$ cat config.mk
export PLATFORM = sky130hd
export DESIGN_NAME = sfl_top
export DESIGN_NICKNAME = d
export VERILOG_FILES = /design/src/hw/sfl_top.v
export VERILOG_INCLUDE_DIRS = /design/src /design/src/common
export SDC_FILE = /design/constraint.sdc
export NUM_CORES = 1
export LEC_CHECK = 0
export BUFFER_PORTS_ARGS = -buffer_cell sky130_fd_sc_hd__buf_2
export CORE_ASPECT_RATIO = 1.25
export CORE_MARGIN = 8
export CORE_UTILIZATION = 55
export CTS_BUF_LIST = sky130_fd_sc_hd__clkbuf_8
export DETAILED_ROUTE_END_ITERATION = 10
export GPL_ROUTABILITY_DRIVEN = 0
export PLACE_DENSITY = 0.73
export SYNTH_ARGS = -nofsm -noshare
export SYNTH_HDL_FRONTEND = slang
export SYNTH_SLANG_ARGS = --single-unit
export TNS_END_PERCENT = 50
$ cat constraint.sdc
create_clock -name pclk -period 7.05 [get_ports pclk]
set_input_delay 0.705 -clock pclk [delete_from_list [all_inputs] [get_ports pclk]]
set_output_delay 0.705 -clock pclk [all_outputs]
set_load 0.02 [all_outputs]
$ cat src/common/sfl_regs.vh
// register map, field positions and reset values of the fifo level block
`ifndef SFL_REGS_VH
`define SFL_REGS_VH

// ----------------------------------------------------------------
// register byte offsets
// ----------------------------------------------------------------
`define SFL_STATUS_OFS  8'h10
`define SFL_COUNT_OFS   8'h14
`define SFL_MASK_OFS    8'h18
`define SFL_TRIG_OFS    8'h1C
`define SFL_TXDATA_OFS  8'h20
`define SFL_RXDATA_OFS  8'h24

// ----------------------------------------------------------------
// status and mask bit positions
// ----------------------------------------------------------------
`define SFL_B_XFER_DONE 0
`define SFL_B_DMA_DONE  1
`define SFL_B_TX_OVF    2
`define SFL_B_RX_UDF    3
`define SFL_B_PROG_ERR  4
`define SFL_B_TX_FULL   8
`define SFL_B_TX_EMPTY  9
`define SFL_B_TX_REQ    10
`define SFL_B_RX_FULL   12
`define SFL_B_RX_EMPTY  13
`define SFL_B_RX_REQ    14

// ----------------------------------------------------------------
// field layout and reset values
// ----------------------------------------------------------------
`define SFL_RX_FLD      31:16
`define SFL_TX_FLD      15:0
`define SFL_MASK_RW     32'h0000771F
`define SFL_MASK_RST    32'h00002000
`define SFL_TRIG_RST    32'h00000000
`define SFL_CNT_RST     16'h0000

`endif

$ cat src/hw/sfl_top.v
// apb register slice: fifo byte counts, interrupt mask, level triggers, tx port
`timescale 1ns/1ps
`include "sfl_regs.vh"

// Functional notes
// - count bits 31:16 give rx bytes
// - count bits 15:0 give tx bytes
// - rx empty enable bit 13 resets to one
// - rx request bit 14, rx full bit 12
// - tx request 10, empty 9, full 8
// - prog_err_ie at bit 4
// - rx underflow bit 3, tx overflow bit 2
// - dma finished enable at bit 1
// - transfer finished enable at bit 0
// - rx request when count reaches rx threshold
// - tx request when count at or below threshold
// - zero threshold disables level request, resets zero
// - byte, halfword, word enqueue 1, 2, 4
// - write to full tx fifo flags overflow
// - tx count rises by bytes enqueued
// - errors sticky until written one
module sfl_top #(
  parameter AW = 4
) (
  input  wire        pclk,
  input  wire        presetn,
  input  wire        ce,
  input  wire        psel,
  input  wire        penable,
  input  wire        pwrite,
  input  wire [7:0]  paddr,
  input  wire [31:0] pwdata,
  input  wire [3:0]  pstrb,
  output wire [31:0] prdata,
  output wire        pready,
  output wire        pslverr,
  input  wire        tx_pop,
  output wire [7:0]  tx_byte,
  output wire        tx_byte_vld,
  input  wire        rx_push,
  input  wire [7:0]  rx_byte,
  input  wire        xfer_done,
  input  wire        dma_done,
  input  wire        prog_err_flag,
  output wire        irq
);

  // ----------------------------------------------------------------
  // storage
  // ----------------------------------------------------------------
  localparam [15:0] DEPTH = 16'd1 << AW;

  reg  [7:0]    tx_mem [0:(1<<AW)-1];
  reg  [7:0]    rx_mem [0:(1<<AW)-1];
  reg  [AW-1:0] tx_wp_reg;
  reg  [AW-1:0] tx_rp_reg;
  reg  [AW-1:0] rx_wp_reg;
  reg  [AW-1:0] rx_rp_reg;
  reg  [15:0]   tx_cnt_reg;
  reg  [15:0]   rx_cnt_reg;
  reg  [15:0]   tx_cnt_next;
  reg  [15:0]   rx_cnt_next;
  reg  [31:0]   mask_reg;
  reg  [31:0]   trig_reg;
  reg  [4:0]    st_reg;
  reg  [4:0]    st_next;
  reg  [31:0]   prdata_reg;
  reg           pready_reg;
  reg           pslverr_reg;
  reg  [7:0]    tx_byte_reg;
  reg           tx_vld_reg;
  reg           irq_reg;
  reg  [31:0]   rd_mux;
  reg           rd_err;
  integer       i;

  // ----------------------------------------------------------------
  // apb decode
  // ----------------------------------------------------------------
  // access phase ends on the cycle after it starts
  wire        done    = psel & penable & pready_reg;
  wire        wr      = done & pwrite;
  wire        rd      = done & ~pwrite;
  wire        a_stat  = (paddr == `SFL_STATUS_OFS);
  wire        a_cnt   = (paddr == `SFL_COUNT_OFS);
  wire        a_mask  = (paddr == `SFL_MASK_OFS);
  wire        a_trig  = (paddr == `SFL_TRIG_OFS);
  wire        a_tx    = (paddr == `SFL_TXDATA_OFS);
  wire        a_rx    = (paddr == `SFL_RXDATA_OFS);
  wire        mapped  = a_stat | a_cnt | a_mask | a_trig | a_tx | a_rx;

  // bytes in a tx write; no strobes at all counts as a word
  wire [3:0]  strb    = (pstrb == 4'h0) ? 4'hF : pstrb;
  wire [2:0]  nbytes  = {2'b00, strb[0]} + {2'b00, strb[1]}
                      + {2'b00, strb[2]} + {2'b00, strb[3]};
  // byte count widened so any pointer width can take its low bits
  wire [AW+2:0] nb_wide = {{AW{1'b0}}, nbytes};
  wire [15:0] tx_free = DEPTH - tx_cnt_reg;

  // ----------------------------------------------------------------
  // fifo events
  // ----------------------------------------------------------------
  // a write that does not fit is dropped whole, never split, so the
  // engine never shifts out part of a word
  wire        tx_wr   = wr & a_tx;
  wire        tx_fits = (tx_free >= {13'h0000, nbytes});
  wire        tx_push = tx_wr & tx_fits;
  wire        tx_ovf  = tx_wr & ~tx_fits;
  wire        tx_take = tx_pop & (tx_cnt_reg != 16'h0000);
  wire        rx_full = (rx_cnt_reg == DEPTH);
  wire        rx_emp  = (rx_cnt_reg == 16'h0000);
  wire        rx_put  = rx_push & ~rx_full;
  wire        rx_take = rd & a_rx & ~rx_emp;
  wire        rx_udf  = rd & a_rx & rx_emp;

  // ----------------------------------------------------------------
  // live level flags
  // ----------------------------------------------------------------
  wire        tx_full = (tx_cnt_reg == DEPTH);
  wire        tx_emp  = (tx_cnt_reg == 16'h0000);
  wire [15:0] rx_trig = trig_reg[`SFL_RX_FLD];
  wire [15:0] tx_trig = trig_reg[`SFL_TX_FLD];
  wire        rx_req  = (rx_trig != 16'h0000)
                      & (rx_cnt_reg >= rx_trig);
  wire        tx_req  = (tx_trig != 16'h0000)
                      & (tx_cnt_reg <= tx_trig);

  // status word seen by software and by the interrupt gate
  wire [31:0] status  = {17'h00000, rx_req, rx_emp, rx_full, 1'b0,
                         tx_req, tx_emp, tx_full, 3'b000, st_reg};

  // ----------------------------------------------------------------
  // next values
  // ----------------------------------------------------------------
  // counts move by pushes minus pops in the same cycle
  always @* begin
    tx_cnt_next = tx_cnt_reg;
    if (tx_push)
      tx_cnt_next = tx_cnt_next + {13'h0000, nbytes};
    if (tx_take)
      tx_cnt_next = tx_cnt_next - 16'h0001;
    rx_cnt_next = rx_cnt_reg;
    if (rx_put)
      rx_cnt_next = rx_cnt_next + 16'h0001;
    if (rx_take)
      rx_cnt_next = rx_cnt_next - 16'h0001;
  end

  // sticky flags: write one clears, a new event in the same cycle wins
  always @* begin
    st_next = st_reg;
    if (wr & a_stat)
      st_next = st_next & ~pwdata[4:0];
    if (xfer_done)
      st_next[`SFL_B_XFER_DONE] = 1'b1;
    if (dma_done)
      st_next[`SFL_B_DMA_DONE] = 1'b1;
    if (tx_ovf)
      st_next[`SFL_B_TX_OVF] = 1'b1;
    if (rx_udf)
      st_next[`SFL_B_RX_UDF] = 1'b1;
    if (prog_err_flag)
      st_next[`SFL_B_PROG_ERR] = 1'b1;
  end

  // read data mux, unmapped offsets answer with an error
  always @* begin
    rd_mux = 32'h00000000;
    rd_err = ~mapped;
    case (1'b1)
      a_stat:  rd_mux = status;
      a_cnt:   rd_mux = {rx_cnt_reg, tx_cnt_reg};
      a_mask:  rd_mux = mask_reg;
      a_trig:  rd_mux = trig_reg;
      a_rx:    rd_mux = rx_emp ? 32'h00000000 : {24'h000000, rx_mem[rx_rp_reg]};
      default: rd_mux = 32'h00000000;
    endcase
  end

  // ----------------------------------------------------------------
  // apb response
  // ----------------------------------------------------------------
  // one wait state: pready rises in the second access cycle, and read
  // data and the error answer are captured at the same edge
  always @(posedge pclk or negedge presetn) begin
    if (!presetn) begin
      prdata_reg  <= 32'h00000000;
      pready_reg  <= 1'b0;
      pslverr_reg <= 1'b0;
    end else if (ce) begin
      pready_reg  <= psel & penable & ~pready_reg;
      if (psel & penable & ~pready_reg) begin
        prdata_reg  <= pwrite ? 32'h00000000 : rd_mux;
        pslverr_reg <= rd_err;
      end
    end
  end

  // ----------------------------------------------------------------
  // configuration registers
  // ----------------------------------------------------------------
  // mask bits 14,13,12,10,9,8,4..0 only; the rest stay zero
  always @(posedge pclk or negedge presetn) begin
    if (!presetn) begin
      mask_reg    <= `SFL_MASK_RST;
      trig_reg    <= `SFL_TRIG_RST;
    end else if (ce) begin
      if (wr & a_mask)
        mask_reg <= pwdata & `SFL_MASK_RW;
      // both thresholds are plain storage; the compares sit above
      if (wr & a_trig)
        trig_reg <= pwdata;
    end
  end

  // ----------------------------------------------------------------
  // tx fifo pointers and output byte
  // ----------------------------------------------------------------
  // write pointer advances by the enqueued bytes, read pointer by one;
  // the popped byte stands until the next pop, valid for one cycle
  always @(posedge pclk or negedge presetn) begin
    if (!presetn) begin
      tx_wp_reg   <= {AW{1'b0}};
      tx_rp_reg   <= {AW{1'b0}};
      tx_byte_reg <= 8'h00;
      tx_vld_reg  <= 1'b0;
    end else if (ce) begin
      if (tx_push)
        tx_wp_reg <= tx_wp_reg + nb_wide[AW-1:0];
      if (tx_take)
        tx_rp_reg <= tx_rp_reg + {{(AW-1){1'b0}}, 1'b1};
      tx_byte_reg <= tx_take ? tx_mem[tx_rp_reg] : tx_byte_reg;
      tx_vld_reg  <= tx_take;
    end
  end

  // ----------------------------------------------------------------
  // rx fifo pointers
  // ----------------------------------------------------------------
  // a push into a full fifo or a read of an empty one moves nothing
  always @(posedge pclk or negedge presetn) begin
    if (!presetn) begin
      rx_wp_reg   <= {AW{1'b0}};
      rx_rp_reg   <= {AW{1'b0}};
    end else if (ce) begin
      if (rx_put)
        rx_wp_reg <= rx_wp_reg + {{(AW-1){1'b0}}, 1'b1};
      if (rx_take)
        rx_rp_reg <= rx_rp_reg + {{(AW-1){1'b0}}, 1'b1};
    end
  end

  // ----------------------------------------------------------------
  // counts, sticky status and interrupt
  // ----------------------------------------------------------------
  // irq is registered from the live status, one cycle behind its cause,
  // so a glitch on the combined flags never reaches the pin
  always @(posedge pclk or negedge presetn) begin
    if (!presetn) begin
      tx_cnt_reg  <= `SFL_CNT_RST;
      rx_cnt_reg  <= `SFL_CNT_RST;
      st_reg      <= 5'h00;
      irq_reg     <= 1'b0;
    end else if (ce) begin
      tx_cnt_reg  <= tx_cnt_next;
      rx_cnt_reg  <= rx_cnt_next;
      st_reg      <= st_next;
      irq_reg     <= |(status & mask_reg);
    end
  end

  // ----------------------------------------------------------------
  // fifo arrays
  // ----------------------------------------------------------------
  // low lanes first: lane i lands at write pointer plus i
  always @(posedge pclk) begin
    if (ce) begin
      for (i = 0; i < 4; i = i + 1) begin
        if (tx_push && (i < nbytes))
          tx_mem[tx_wp_reg + i[AW-1:0]] <= pwdata[8*i +: 8];
      end
      if (rx_put)
        rx_mem[rx_wp_reg] <= rx_byte;
    end
  end

  // ----------------------------------------------------------------
  // outputs
  // ----------------------------------------------------------------
  assign prdata      = prdata_reg;
  assign pready      = pready_reg;
  assign pslverr     = pslverr_reg;
  assign tx_byte     = tx_byte_reg;
  assign tx_byte_vld = tx_vld_reg;
  assign irq         = irq_reg;

endmodule // sfl_top

[Word level (Yosys, flattened, before mapping)]
Memories as Yosys holds them, arrays and structs flattened. A register that Yosys moved wholly into a read port is not among the register bits.
Cells that the tools add are included.
Word-level totals
  bits in writable memories: 256
  output and inout port bits: 44
  word-level logic and storage cells: 144
  input bits: 63
  memories: 2
  register bits after elaboration: 132
Operators by class
  bitwise operators: 32
  order comparisons: 7
  multiplexer cells: 33
  add/subtract/negate cells: 15
  reduce and logical (&&, ||, !) cells: 29
  equal/unequal tests: 8
Memory list
  rx_mem: depth 16, width 8, rd ports 1, clocked after memory_dff 0, write ports 1, RTL line sfl_top.v:54  | reg [7:0] rx_mem [0:(1<<AW)-1];
  tx_mem: depth 16, width 8, rd ports 1, clocked after memory_dff 1, write ports 4, RTL line sfl_top.v:53  | reg [7:0] tx_mem [0:(1<<AW)-1];
Operators with widths (count)
  $mux 32: 5
  $mux 16: 4
  $reduce_bool 16->1: 3
  $eq 16x5->1 const B: 2
  $eq 8x5->1 const B: 4
  $logic_not 16->1: 2
  $reduce_or 32->1: 1
  $sub 16x1->16 const B: 2
  $reduce_and 2->1: 12
  $mux 1: 20
  $and 1x1->1: 18
  $add 16x1->16 const B: 1
  $add 16x3->16: 1
  $add 4x1->4 const B: 4
  $eq 8x6->1 const B: 2
  $ge 16x16->1: 1
  $ge 16x3->1: 1
  $le 16x16->1: 1
  $mux 8: 2
  $sub 5x16->16 const A: 1
  $and 15x15->15: 1
  $reduce_bool 2->1: 5
  $add 4x2->4 const B: 2
  $lt 1x3->1 const A: 2
  other kinds (14): 27

[Longest topological paths before layout]
  depth after elaboration: 11
  mapped depth: 25
  depth with buffers taken out: 23

[Worst setup path before layout]
No wires, ideal clock.
  path type: input -> register
  start point: input pstrb[0]
  end point: register tx_cnt_reg[10]
  required time: 6917 ps
  stages on the path: 24
  path buffers: 2
  arrival time: 4833 ps
  setup slack: 2085 ps
  setup time: 133 ps
  path through: inv_1 > ha_1 > nand2b_1 > nand2b_1 > ha_1 > ha_1 > inv_1 > ha_1 > inv_1 > ha_1 > a21o_1 > a2111oi_0 > a41o_1 > buf_6 > clkbuf_1 > nor2_1 > a21oi_1 > ha_1 > nand2_1 > nor2_1 > nand4_1 > o21ai_0 > o211ai_1 > xnor2_1
On the way
  cells in the longest elaborated chain, start to end: 10
  elaborated cells between the ends (all ways): 11
  those cells by class: add/sub (5); order compare (1); mux (3); bitwise (1); reduce/logical (1)
Ends and longest elaborated chain
  from (decl): RTL line sfl_top.v:33  | input wire [3:0] pstrb,
  $logic_not 4->1: RTL line sfl_top.v:93  | wire [3:0] strb = (pstrb == 4'h0) ? 4'hF : pstrb;
  $mux 4 *: RTL line sfl_top.v:93
  $add 1x1->2: RTL line sfl_top.v:94  | wire [2:0] nbytes = {2'b00, strb[0]} + {2'b00, strb[1]}
  $add 2x1->3: RTL line sfl_top.v:95  | + {2'b00, strb[2]} + {2'b00, strb[3]};
  $add 3x1->3 *: RTL line sfl_top.v:95
  $ge 16x3->1: RTL line sfl_top.v:106  | wire tx_fits = (tx_free >= {13'h0000, nbytes});
  $and 1x1->1: RTL line sfl_top.v:107  | wire tx_push = tx_wr & tx_fits;
  $mux 16 *: RTL line sfl_top.v:138  | if (tx_push)
  $sub 16x1->16: RTL line sfl_top.v:141  | tx_cnt_next = tx_cnt_next - 16'h0001;
  $mux 16 *: RTL line sfl_top.v:140  | if (tx_take)
  to (signal assigned): RTL line sfl_top.v:260  | tx_cnt_reg <= `SFL_CNT_RST;
  to (signal assigned): RTL line sfl_top.v:265  | tx_cnt_reg <= tx_cnt_next;
  to (decl): RTL line sfl_top.v:59  | reg [15:0] tx_cnt_reg;
Every way passes the cells marked *; elsewhere a longest branch is shown, timed or not.
A chain may end at the register's enable or synchronous reset.

==> results.txt <==
Status: complete, no violations
Power density over cell area: 255.8 nW/um^2
Count of cell types in the netlist: 85
Via Count: 18,420
Placeable Area: 42,040 um^2
Final worst-path cycle share: 0.7413
Main synth FF type: edfxtp_1
CTS resizes: 0
Reg clk slew, reported paths: 0.07 ns
Port buffer count: 106
Fin crit period: 5.226 ns
Max Slew Vio Count: 0
Clock root buffer: clkbuf_8
Fin nets: 2,294
Initial Util: 0.5554
First-pass GRT wire length: 109.7 mm
Setup bufs post-CTS: 0
CP required: 7.33 ns
Largest net degree at the start of global routing: 63
Post-DP HPWL: 48.86 mm
Final setup viols: 0
Overflow after GRT: 0
Share of layout cells above drive strength 1: 0.1636
Mapped Nets: 2,264
Average via count per standard cell: 6.614
Peak supply drop: 0.0002167 V
CTS max path bufs: 3
I/O pin count: 107
Syn-to-layout area delta: 9.351%
Syn_area_per_cell: 10.91 um^2
Tot Pwr: 6.531 mW
Drt wl/cell: 25.82 um
Die Wd: 200.3 um
Pre-antenna DRT Iters: 9
Synth Instances: 2,140
Die ar.: 49,340 um^2
Worst-Skew Late Latency: 0.67 ns
Worst-margin pin slew: 1.260 ns
Synth top area share: 0.3292
YS warnings: 0
Fin Setup TNS: 0 ns
Max-cap violations: 0
Data arrival time of the critical path: 5.51 ns
Initial DRC Count: 2,488
Final hold vios: 0
Cell Rows: 84
Most common cell after layout, fill and taps aside: edfxtp_1
Htree depth: 3
Synth area leader: edfxtp_1
Die Ht: 246.4 um
Clk_skew: 0.03315 ns
Clock Sinks: 396
Synth Register Bits: 396
Hold WC Path Type: in2async
Sequential fraction of the synthesis area: 0.4793
Overall fraction of global-route tracks in use: 0.2874
Max frequency: 191.4 MHz
Crit path max fanout: 14
Num CTS Buffers: 67
Unrepaired setup endpoints after global routing: false
CTS tree: built
Most frequent cells in the layout: edfxtp_1 (256), o21ai_0 (234), nand2_1 (187)
Vias in the first global route: 18,060
CTS Hold Bufs: 0
DRC: 0
Initial antenna violation count: 2
ANT nets after route: 0
Crit path kind: reg2reg
Crit end category: flop
Routed WL: 71.91 mm
Worst setup SP type: flop
Mapped cell area: 23,350 um^2
Fraction of registers with async set/reset: 0.3535
Slew Limit Headroom: 0.1520
Top cells by area, synth: edfxtp_1 (33%), dfrtp_1 (15%), mux4_2 (7.1%)
Register-to-register path setup slack: 1.82 ns
Leakage power: 10.34 nW
Post-synth EDFFs: 256
[final cells by class]
class | count | area [um^2]
clock buffers | 75 | 1032
well taps | 559 | 699.4
multi-input cells | 1510 | 11270
fillers | 3382 | 16510
flip-flops and latches | 396 | 11190
clock inverters | 49 | 385.4
diodes | 1 | 2.502
inverters | 68 | 255.2
repair buffers | 127 | 694.4
[Yosys cell counts, types with 47 or more instances]
master / count
a21o_1: 133
a21oi_1: 150
clkbuf_1: 126
dfrtp_1: 139
edfxtp_1: 256
ha_1: 59
inv_1: 68
mux2i_1: 145
mux4_2: 74
nand2_1: 187
nor2_1: 88
o21ai_0: 234
xnor2_1: 47
[critical path: stages, from the launching register on]
cell and delay (ns):
dfrtp_1 0.51, inv_1 0.24, ha_1 0.28, or3b_4 0.43, a2111o_1 0.46, a2bb2oi_1 0.17, nand4_1 0.22, nand3_1 0.12
buf_4 0.23, nor3_1 0.93, nand2_1 0.61, o2111ai_1 0.61
[routing by layer]
metal  share of wire  track usage  up-vias  wire length (um)
li1                -            -     8120                 -
met1            0.37       0.3535     8767             26300
met2            0.46       0.4639     1233             33380
met3            0.10      0.06045      301              7402
met4           0.067       0.1751        0              4826
met5               0            0        -                 0
[worst paths after layout]
path / from / depth (start not counted) / to
max: tx_cnt_reg[0] / 11 / tx_mem[1][0]
min: presetn / 1 / tx_byte[2]
max reg2reg: tx_cnt_reg[0] / 11 / tx_mem[1][0]
min reg2reg: prdata[16] / 2 / prdata[16]
max in group asynchronous: presetn / 3 / rx_rp_reg[0]
min in group pclk: dma_done / 2 / st_reg[1]
[logic make-up after synthesis]
kind of cell             count (synthesis)  synth area share
AO/OA/AOI/OAI                          647            0.1713
XOR/XNOR                                60           0.02251
adder cells (fa/ha/maj)                 61           0.03333
buffers and inverters                  234           0.03853
flip-flops                             396            0.4793
multiplexers                           260            0.1533
AND/OR/NAND/NOR                        482            0.1017
[power by group]
group	total, mW	switching [mW]	internal, mW
Sequential	2.95	0.338	2.61
Clock	2.18	1.02	1.15
Combinational	1.40	0.758	0.642
[metrics by stage]
step	hold WS, ns	cells	utilization	cell area (um^2)	worst slack, ns
final	0.02517	2785	0.6073	25530	1.824
after global routing	0.06017	2784	0.6073	25530	1.456
after CTS	0.02580	2784	0.6073	25530	1.955
after detailed placement	0.4653	2660	0.5735	24110	1.235
after global placement	0.4603	2660	0.5735	24110	1.377
after floorplan	0.4094	2140	-	23350	2.085
No activity file was read; power rests on OpenSTA's default activity.
